### config.mk
export PLATFORM = sky130hd
export DESIGN_NAME = fes_event_regs
export DESIGN_NICKNAME = d
export VERILOG_FILES = /design/src/verilog/fes_pkg.sv /design/src/verilog/fes_event_regs.sv
export SDC_FILE = /design/constraint.sdc
export NUM_CORES = 1
export LEC_CHECK = 0
export ABC_AREA = 1
export BUFFER_PORTS_ARGS = -buffer_cell sky130_fd_sc_hd__clkbuf_2
export CAP_MARGIN = 20
export CORE_MARGIN = 4
export CORE_UTILIZATION = 55
export CTS_CLUSTER_DIAMETER = 50
export DETAILED_ROUTE_END_ITERATION = 6
export HOLD_SLACK_MARGIN = 0.05
export PLACE_DENSITY_LB_ADDON = 0.15
export SYNTH_ARGS = -nofsm -noshare
export SYNTH_HDL_FRONTEND = slang
export SYNTH_SLANG_ARGS = --single-unit
export TNS_END_PERCENT = 20
### constraint.sdc
create_clock -name clk -period 2.2 [get_ports clk]
set_input_delay 0.22 -clock clk [delete_from_list [all_inputs] [get_ports clk]]
set_output_delay 0.22 -clock clk [all_outputs]
set_load 0.01 [all_outputs]
### src/verilog/fes_pkg.sv
// Package with register map, field positions, timing and carrier types of the event status block
// What this block does
// Reading any of the four event status registers clears its flags.
// With show bit set, masked events latch but never reach irq or pending.
// CAS empty flag per ESF multiframe or every 24 frames in F12/F72, only without serial signaling.
// Receive overflow flag set the moment any channel 1 receive data is lost.
// Done sending flag when last bit left and transmit queue empty, HDLC mode only.
// Queue empty before message end command aborts the frame and flags underrun.
// After underrun the transmitter stays disabled until its status register is read.
// Transmit multiframe begin flag at each transmitted multiframe start.
// SS7 error limit flag; repeats while invalid frames caused it, until valid frame.
// Line change flag on open rising edge or any short state change.
// Sync regained on alignment-lost fall or simulation end in sync; gone on loss.
// Multiframe regained/gone on lost-status edges in F12/F72; both during simulation.
// Blue and red flags on rising status, or any change when change-report set.
// Yellow flag on remote alarm rise; cleared flag on fall or simulation end without remote alarm.
// Errored second flag when any enabled error source occurred within the second.
// One second tick flag each time the receive-clock based timer expires.
// Without PRBS select, flag loop-back code held 33,16 ms, and flag on leaving.
// With PRBS select, flag each PRBS sync change and report it as up state.
// Receive slip negative and positive flags; both set during alarm simulation.
// Transmit slip positive and negative flags from transmit slip events.
// Channel 2 message end flag; channel 2 queue byte count readable.
// Channel 2 frame start flag two bytes after a valid frame start.
// Global pending register has one bit per register with unmasked pending event.
// Interrupt pin active while any unmasked flag is set, released after reads.
package fes_pkg;
  // Register indexes; the byte address on the bus is four times the index
  localparam logic [7:0] IDX_TXH1 = 8'h69;
  localparam logic [7:0] IDX_ALARM = 8'h6a;
  localparam logic [7:0] IDX_PERF = 8'h6b;
  localparam logic [7:0] IDX_SLIP = 8'h6c;
  localparam logic [7:0] IDX_GLOBAL = 8'h6e;
  localparam logic [7:0] IDX_RXCNT2 = 8'h90;
  localparam logic [7:0] IDX_MASK0 = 8'h80;
  localparam logic [7:0] IDX_CTL = 8'h84;
  localparam logic [7:0] IDX_ERRMASK = 8'h85;
  localparam logic [7:0] IDX_LIVE = 8'h86;
  localparam logic [7:0] FLAG_IDX [4] = '{8'h69, 8'h6a, 8'h6b, 8'h6c};
  // Reset values: everything masked so nothing fires before software sets up
  localparam logic [7:0] MASK_RST = 8'hff;
  localparam logic [7:0] CTL_RST = 8'h00;
  localparam logic [7:0] ERRMASK_RST = 8'h00;
  localparam logic [7:0] FLAG_RST = 8'h00;
  // Control register fields
  localparam int CTL_SHOW = 0;
  localparam int CTL_SCI = 1;
  localparam int CTL_PRBS = 2;
  localparam int CTL_SERSIG = 3;
  localparam int CTL_HDLC = 4;
  localparam int CTL_SS7 = 5;
  localparam int CTL_FMT = 6;
  // Timing
  localparam int CLK_MHZ = 100;
  localparam int LLB_PERSIST_US = 33160;
  localparam int LLB_PERSIST_CYC = LLB_PERSIST_US * CLK_MHZ;
  localparam int RX_TICKS_PER_S = 1544000;
  localparam logic [4:0] CAS_LAST_FRAME = 5'h17;
  localparam logic [1:0] RFS_DELAY_BYTES = 2'h2;
  typedef enum logic [1:0] {FMT_OTHER, FMT_ESF, FMT_F12, FMT_F72} fes_fmt_e;
  // Status levels from the line monitors and transmitter, all on clk
  typedef struct packed {
    logic sync_gone_flag;
    logic multi_sync_gone_flag;
    logic blue_alarm_flag;
    logic red_alarm_flag;
    logic remote_alarm_state;
    logic txOpen;
    logic txShort;
    logic prbsSync;
    logic llbCode;
    logic llbKindUp;
    logic alarmSim;
    logic txQueueEmpty;
  } fes_lvl_s;
  // One-cycle event pulses from the detectors, all on clk
  typedef struct packed {
    logic txMultiStart;
    logic txFrameStart;
    logic txPoolReady;
    logic rxOvf1;
    logic lastBitSent;
    logic txRanEmpty;
    logic txMsgEnd;
    logic txFrameBegin;
    logic suErrExceed;
    logic suInvalid;
    logic suValid;
    logic suFrameTick;
    logic framingErr;
    logic crcErr;
    logic codeViol;
    logic rxSlipNeg;
    logic rxSlipPos;
    logic txSlipNeg;
    logic txSlipPos;
    logic rxMsgEnd2;
    logic rxStart2;
    logic rxByte2;
    logic rxOvf2;
    logic doneSending2;
    logic txUnderrun2;
    logic rxPoolFull2;
    logic rxTick;
  } fes_evt_s;
endpackage

### src/verilog/fes_event_regs.sv
// Read-to-clear event status registers with masks, pending summary and interrupt pin
`timescale 1ns/1ps
`default_nettype none
module fes_event_regs
  import fes_pkg::*;
#(
  parameter int unsigned LLB_CYC = LLB_PERSIST_CYC,
  parameter int unsigned ONE_S_TICKS = RX_TICKS_PER_S
) (
  input wire logic clk,
  input wire logic rst_b,
  input wire logic [9:0] address,
  input wire logic read,
  input wire logic write,
  input wire logic [31:0] writedata,
  input wire logic [3:0] byteenable,
  output logic [31:0] readdata,
  output logic waitrequest,
  input wire fes_lvl_s lvl,
  input wire fes_evt_s evt,
  input wire logic [7:0] rxCountCh2,
  output logic irqPin,
  output logic txAbortReq,
  output logic txChanOff
);
  logic [7:0] flags [4];
  logic [7:0] mask [4];
  logic [7:0] setVec [4];
  logic [7:0] rdPart [4];
  logic [3:0] clrVec;
  logic [3:0] pending;
  logic [7:0] ctl;
  logic [7:0] errMask;
  fes_lvl_s lvlQ;
  logic [4:0] casCnt;
  logic msgEndSeen;
  logic frameOn;
  logic suLatch;
  logic [21:0] secCnt;
  logic secTick;
  logic esLatch;
  logic [21:0] llbCnt;
  logic llbDet;
  logic llbUp;
  logic [1:0] rfsCnt;
  logic loopbackUpState;
  logic loopbackDownState;

  // Bus decode; the register index sits above the two byte-offset bits
  wire [7:0] idx = address[9:2];
  wire aligned = address[1:0] == 2'h0;
  wire reqOn = read | write;
  wire serve = reqOn & ~waitrequest;
  wire wrOn = serve & write & byteenable[0] & aligned;
  wire show = ctl[CTL_SHOW];
  wire any_change_report_bit = ctl[CTL_SCI];
  wire prbsSel = ctl[CTL_PRBS];
  wire fes_fmt_e fmt = fes_fmt_e'(ctl[CTL_FMT+1:CTL_FMT]);
  wire fmtMulti = (fmt == FMT_F12) | (fmt == FMT_F72);
  wire sim = lvl.alarmSim;
  wire simEnd = lvlQ.alarmSim & ~lvl.alarmSim;

  // Channel 1 transmit and receive events
  wire casSet = ~ctl[CTL_SERSIG] & (((fmt == FMT_ESF) & evt.txMultiStart) |
    (fmtMulti & evt.txFrameStart & (casCnt == CAS_LAST_FRAME)));
  wire doneSet = ctl[CTL_HDLC] & evt.lastBitSent & lvl.txQueueEmpty;
  wire underrun = evt.txRanEmpty & frameOn & ~msgEndSeen & ~txChanOff;
  wire suSet = ctl[CTL_SS7] & (evt.suErrExceed | (suLatch & evt.suFrameTick));
  wire lineSet = (lvl.txOpen & ~lvlQ.txOpen) | (lvl.txShort ^ lvlQ.txShort);
  assign setVec[0] = {casSet, evt.rxOvf1, doneSet, underrun, evt.txMultiStart,
    suSet, lineSet, evt.txPoolReady};

  // Alarm and synchronisation monitors
  wire farSet = (lvlQ.sync_gone_flag & ~lvl.sync_gone_flag) | (simEnd & ~lvl.sync_gone_flag);
  wire lfaSet = (lvl.sync_gone_flag & ~lvlQ.sync_gone_flag) | sim;
  wire mfarSet = fmtMulti & ((lvlQ.multi_sync_gone_flag & ~lvl.multi_sync_gone_flag) | sim);
  wire lmfaSet = fmtMulti & ((lvl.multi_sync_gone_flag & ~lvlQ.multi_sync_gone_flag) | sim);
  wire aisSet = (any_change_report_bit ? (lvl.blue_alarm_flag ^ lvlQ.blue_alarm_flag) : (lvl.blue_alarm_flag & ~lvlQ.blue_alarm_flag)) | sim;
  wire losSet = (any_change_report_bit ? (lvl.red_alarm_flag ^ lvlQ.red_alarm_flag) : (lvl.red_alarm_flag & ~lvlQ.red_alarm_flag)) | sim;
  wire rarSet = (lvlQ.remote_alarm_state & ~lvl.remote_alarm_state) | (simEnd & ~lvl.remote_alarm_state);
  wire raSet = (lvl.remote_alarm_state & ~lvlQ.remote_alarm_state) | sim;
  assign setVec[1] = {farSet, lfaSet, mfarSet, lmfaSet, aisSet, losSet, rarSet, raSet};

  // Performance events; errored sources in mask order lfa,fer,cer,ais,los,cv,slip
  wire slipAny = evt.rxSlipNeg | evt.rxSlipPos | evt.txSlipNeg | evt.txSlipPos;
  wire [6:0] errSrc = {lvl.sync_gone_flag, evt.framingErr, evt.crcErr, lvl.blue_alarm_flag, lvl.red_alarm_flag,
    evt.codeViol, slipAny};
  wire errHit = |(errSrc & errMask[6:0]);
  wire esSet = secTick & (esLatch | errHit);
  wire llbEnter = ~prbsSel & ~llbDet & lvl.llbCode & (llbCnt == 22'(LLB_CYC - 1));
  wire llbLeave = ~prbsSel & llbDet & ~lvl.llbCode;
  wire prbsChg = prbsSel & (lvl.prbsSync ^ lvlQ.prbsSync);
  wire llbSet = llbEnter | llbLeave | prbsChg;
  assign setVec[2] = {esSet, secTick, 3'h0, llbSet, evt.rxSlipNeg | sim,
    evt.rxSlipPos | sim};

  // Transmit slips and HDLC channel 2
  wire rfsSet = evt.rxByte2 & ~evt.rxStart2 & (rfsCnt == 2'h1);
  assign setVec[3] = {evt.txSlipPos, evt.txSlipNeg, evt.rxMsgEnd2, rfsSet, evt.rxOvf2,
    evt.doneSending2, evt.txUnderrun2, evt.rxPoolFull2};

  // Per-register flags, masks, read-back and pending summary
  genvar gi;
  generate
    for (gi = 0; gi < 4; gi++) begin : g_reg
      // Only bits handed out in readdata are cleared, so an event landing
      // between capture and the answer edge survives for the next read
      wire hitFlag = aligned & (idx == FLAG_IDX[gi]);
      wire hitMask = aligned & (idx == IDX_MASK0 + 8'(gi));
      wire [7:0] latchOk = ~mask[gi] | {8{show}};
      wire [7:0] clrBits = clrVec[gi] ? readdata[7:0] : 8'h00;
      assign clrVec[gi] = serve & read & hitFlag;
      assign rdPart[gi] = (hitFlag ? flags[gi] : 8'h00) | (hitMask ? mask[gi] : 8'h00);
      assign pending[gi] = |(flags[gi] & ~mask[gi]);
      // Set wins over the read clear
      always_ff @(posedge clk) begin
        if (!rst_b) begin
          flags[gi] <= FLAG_RST;
          mask[gi] <= MASK_RST;
        end else begin
          flags[gi] <= (flags[gi] & ~clrBits) | (setVec[gi] & latchOk);
          if (wrOn & hitMask) begin
            mask[gi] <= writedata[7:0];
          end
        end
      end
    end
  endgenerate

  // Read mux; unmapped or misaligned reads answer zero
  wire [7:0] globalByte = {3'h0, pending, 1'b0};
  wire [7:0] liveByte = {5'h0, txChanOff, loopbackDownState, loopbackUpState};
  wire [7:0] rdByte = rdPart[0] | rdPart[1] | rdPart[2] | rdPart[3] |
    ((aligned & (idx == IDX_GLOBAL)) ? globalByte : 8'h00) |
    ((aligned & (idx == IDX_RXCNT2)) ? rxCountCh2 : 8'h00) |
    ((aligned & (idx == IDX_CTL)) ? ctl : 8'h00) |
    ((aligned & (idx == IDX_ERRMASK)) ? errMask : 8'h00) |
    ((aligned & (idx == IDX_LIVE)) ? liveByte : 8'h00);

  // Avalon handshake: capture on the first edge, act and release on the second
  always_ff @(posedge clk) begin
    if (!rst_b) begin
      waitrequest <= 1'b1;
      readdata <= 32'h0;
    end else begin
      waitrequest <= ~(reqOn & waitrequest);
      if (read & waitrequest) begin
        readdata <= {24'h0, rdByte};
      end
    end
  end

  // Software control registers
  always_ff @(posedge clk) begin
    if (!rst_b) begin
      ctl <= CTL_RST;
      errMask <= ERRMASK_RST;
    end else begin
      if (wrOn & aligned & (idx == IDX_CTL)) ctl <= writedata[7:0];
      if (wrOn & aligned & (idx == IDX_ERRMASK)) errMask <= writedata[7:0];
    end
  end

  // Interrupt pin follows the pending summary one cycle later
  always_ff @(posedge clk) begin
    if (!rst_b) irqPin <= 1'b0;
    else irqPin <= |pending;
  end

  // Previous levels for edge detection; inputs share clk so need no synchroniser
  always_ff @(posedge clk) begin
    if (!rst_b) lvlQ <= '0;
    else lvlQ <= lvl;
  end

  // CAS frame counter wraps every 24 transmitted frames
  always_ff @(posedge clk) begin
    if (!rst_b) casCnt <= 5'h0;
    else if (evt.txFrameStart) casCnt <= (casCnt == CAS_LAST_FRAME) ? 5'h0 : casCnt + 5'h1;
  end

  // Underrun tracking; the channel stays off until software reads the register
  always_ff @(posedge clk) begin
    if (!rst_b) begin
      msgEndSeen <= 1'b0;
      frameOn <= 1'b0;
      txChanOff <= 1'b0;
      txAbortReq <= 1'b0;
    end else begin
      if (evt.txFrameBegin) msgEndSeen <= 1'b0;
      else if (evt.txMsgEnd) msgEndSeen <= 1'b1;
      if (evt.txFrameBegin & ~txChanOff) frameOn <= 1'b1;
      else if (evt.lastBitSent | underrun) frameOn <= 1'b0;
      txAbortReq <= underrun;
      if (underrun) txChanOff <= 1'b1;
      else if (clrVec[0]) txChanOff <= 1'b0;
    end
  end

  // A limit reached through invalid frames repeats until a valid frame arrives
  always_ff @(posedge clk) begin
    if (!rst_b) suLatch <= 1'b0;
    else if (evt.suErrExceed & evt.suInvalid) suLatch <= 1'b1;
    else if (evt.suValid) suLatch <= 1'b0;
  end

  // One-second timer counts receive line clock enables, not clk cycles
  always_ff @(posedge clk) begin
    if (!rst_b) begin
      secCnt <= 22'h0;
      secTick <= 1'b0;
      esLatch <= 1'b0;
    end else begin
      secTick <= evt.rxTick & (secCnt == 22'(ONE_S_TICKS - 1));
      if (evt.rxTick) secCnt <= (secCnt == 22'(ONE_S_TICKS - 1)) ? 22'h0 : secCnt + 22'h1;
      esLatch <= secTick ? 1'b0 : (esLatch | errHit);
    end
  end

  // Loop-back code persistence; error rate is judged upstream in llbCode
  always_ff @(posedge clk) begin
    if (!rst_b) begin
      llbCnt <= 22'h0;
      llbDet <= 1'b0;
      llbUp <= 1'b0;
    end else begin
      llbCnt <= (lvl.llbCode & ~llbDet & ~llbEnter) ? llbCnt + 22'h1 : 22'h0;
      if (llbEnter) begin
        llbDet <= 1'b1;
        llbUp <= lvl.llbKindUp;
      end else if (llbLeave | prbsSel) begin
        llbDet <= 1'b0;
      end
    end
  end

  // Up state shows PRBS sync when PRBS is selected
  always_comb begin
    loopbackUpState = prbsSel ? lvlQ.prbsSync : (llbDet & llbUp);
    loopbackDownState = ~prbsSel & llbDet & ~llbUp;
  end

  // Channel 2 frame start counts two received bytes after a valid start
  always_ff @(posedge clk) begin
    if (!rst_b) rfsCnt <= 2'h0;
    else if (evt.rxStart2) rfsCnt <= RFS_DELAY_BYTES;
    else if (evt.rxByte2 & (rfsCnt != 2'h0)) rfsCnt <= rfsCnt - 2'h1;
  end
endmodule
`default_nettype wire

==> impl_results.md <==
* Run status: complete, no violations
* Top post-synthesis cells by area: dfxtp_1 (31%), nand2_1 (13%), edfxtp_1 (12%), inv_1 (6.9%), nor2_1 (6.1%)
* Final slew viol count at 0
* Initial core utilization at 56.75%
* Clock root buffer: clkbuf_16
* Die W at 130.9 um
* Antenna-violating nets left at 0
* Seq cells post-synth at 159
* Wirelength per Cell at 16.87 um
* Congestion Overflow GR at 0
* Placed cells at 1430
* Slowest stage cell on the critical path: dfxtp_1
* Final setup vio count at 0
* Final hold vios at 0
* Area Overhead vs Synth at 16.37%
* Critical Path End Type: register
* Core Rows at 44
* Detail-routed via count per cell at 5.452
* Global placement routability congestion at 0.9824
* # DRC at 0
* Worst-path fanout max at 12
* Largest area contributor in the netlist: dfxtp_1
* Unique cell type count in the Yosys netlist at 46
* Critical Path RT at 2510 ps
* Clk sink count at 159
* Slowest stage delay, CP at 400 ps
* Router iterations before antenna repair at 7
* DRT iter0 DRCs at 784
* CTS tree: yes
* Min-Delay Path Class: in -> reg
* Setup TNS at 0 ps
* Skew final at 9.025 ps
* Final worst slack at 416.1 ps
* Hold Slack at 58.03 ps
* Cell area power density at 656.2 nW/um2
* Placement Setup Slack at 302.9 ps
* Pin count of the biggest net entering global routing at 30
* Worst path cell trace: ha_1, nand3_2, nor3_1, nand2_1, nand3_1, buf_4, nor3b_1
* Commonest non-fill, non-tap cell in the layout: nand2_1
* TritonCTS Buffers at 17
* CORE AREA at 14640 um2
* Vias in the first global route at 7569
* Commonest non-fill, non-tap cells in the layout: nand2_1 (284), inv_1 (152), nor2_1 (135)
* Sequential element share of the synthesized area at 42.16%
* Slew @ Worst Pin at 508.0 ps
* Global-route wire length before repair at 39060 um
* RSZ-0062 raised after global routing: no
* Worst Path Arrival at 2090 ps
* Final net count at 1387
* VDD IR-drop max at 0.7379 mV
* Mapped Area at 8310 um2
* Crit path time final at 1784 ps
* Final Instance Count excl. Fillers at 1481
* Dpl hpwl at 18760 um
* Drt total wl at 24990 um
* # Max-Cap Violations at 0
* Antenna violations before repair at 0
* Tot GR Track Use at 29.96%
* Clock Latency Late Sink at 430 ps
* Share of post-route cells with drive strength above 1 at 14.20%
* Top-area cell type share of the netlist area at 30.59%
* Critical path class: reg -> reg
* Syn avg cell area at 7.146 um2
* Post-CTS sizing at 0
* H-tree depth at 4
* Vias at 8074
* Slew headroom at 66.08%
* Post-synthesis instance total at 1163
* I/O pin cnt at 133
* CTS clk-pin slew, worst paths at 60 ps
* Lkg Pwr at 4.117 nW
* Fmax at 560.6 MHz
* Fill count at 1356
* Final period util at 81.09%
* CTS Buffer Depth at 2
* Worst setup SP type: register
* DIE AREA at 17140 um2
* Die Span Y at 130.9 um
* IO Port Bufs at 81
* Syn. warnings at 0
-- worst paths after layout --
kind	slack, ps	end	startpoint	depth (start not counted)
hold / removal	60	flags[0][5]$_SDFF_PN0_	lvl[0]	3
setup reg to reg	420	llbCnt[18]$_SDFF_PN0_	llbCnt[0]$_SDFF_PN0_	7
setup / recovery	420	llbCnt[18]$_SDFF_PN0_	llbCnt[0]$_SDFF_PN0_	7
hold reg to reg	480	flags[1][7]$_SDFF_PN0_	flags[1][7]$_SDFF_PN0_	2
-- cells in the mapped netlist (all sizes together) --
| cell type | n |
|---|---|
| or2 | 6 |
| a221oi | 2 |
| ha | 7 |
| a31o | 1 |
| mux2i | 1 |
| edfxtp | 32 |
| nand3b | 3 |
| nor4 | 2 |
| nand3 | 72 |
| o21a | 1 |
| and2 | 1 |
| buf | 30 |
| xnor2 | 4 |
| conb | 1 |
| dfxtp | 127 |
| a21oi | 65 |
| a221o | 2 |
| and3 | 1 |
| xor2 | 14 |
| o22ai | 6 |
| o21ai | 73 |
| clkbuf | 13 |
| nor2 | 159 |
| nand4 | 20 |
| inv | 155 |
| nand2 | 293 |
| o2111ai | 2 |
| nor3 | 38 |
| nor3b | 4 |
| clkinv | 2 |
| a211oi | 18 |
| o211ai | 6 |
| or3 | 2 |
-- worst max-delay path, delay by kind of cell, from the launching register on --
kind	cells	cell delay, ps
adder cells (fa/ha/maj)	1	230
buffers and inverters	1	190
flip-flops	1	400
AND/OR/NAND/NOR	5	850
-- report_power, final --
group	leakage (nW)	switching, mW	internal (mW)
clock network	0.270	1.18	1.68
registers	1.25	0.0261	3.01
logic	2.60	0.301	0.151
-- final cells by class --
type                    count  area, um2  area share, %
repair buffers            121      750.7          7.763
clock inverters            12      117.6          1.216
clock buffers              20      446.7          4.619
diodes                      1      2.502        0.02588
multi-input cells         827       4030          41.67
flip-flops and latches    159       3503          36.23
inverters                 157      589.3          6.094
well taps                 184      230.2          2.381
-- layer usage --
| layer | share of wire, % | track usage (%) | vias up |
|---|---|---|---|
| met5 | 0 | 0 | - |
| met2 | 45 | 47.40 | 369 |
| li1 | - | - | 3981 |
| met4 | 1.9 | 7.623 | 0 |
| met3 | 9.8 | 9.390 | 47 |
| met1 | 43 | 40.12 | 3677 |
-- logic make-up (layout without fill, tap and decap cells) --
group,after synthesis,in the layout,share of synthesized area (%)
flip-flops,159,159,42.16
XOR/XNOR,18,18,1.897
adder cells (fa/ha/maj),7,7,1.054
multiplexers,1,1,0.1205
buffers and inverters,200,310,10.39
AND/OR/NAND/NOR,601,601,32.49
AO/OA/AOI/OAI,176,176,11.85
other,1,25,0.04512
-- flip-flops by register name, summed over array words and instances, names as in the netlist, 2 cells and up --
register  cells
rfsCnt        2
flags        32
ctl           8
mask         32
readdata      8
errMask       8
secCnt       22
llbCnt       22
casCnt        5
lvlQ          9
-- timing repair --
item                                   4_1_cts  5_1_grt
endpoints found under the hold margin       16        0
hold buffers                                18        0
setup buffers                                0        0
-- through the flow --
stage	util (%)	power (mW)	cell area (um2)
detailed placement	60.94	3.516	8924
global route	66.02	6.532	9668
CTS	66.02	6.352	9668
finish	66.04	6.346	9671
global placement	60.94	3.511	8924
floorplan	-	3.346	8397
Power figures use the tool's default switching activity.
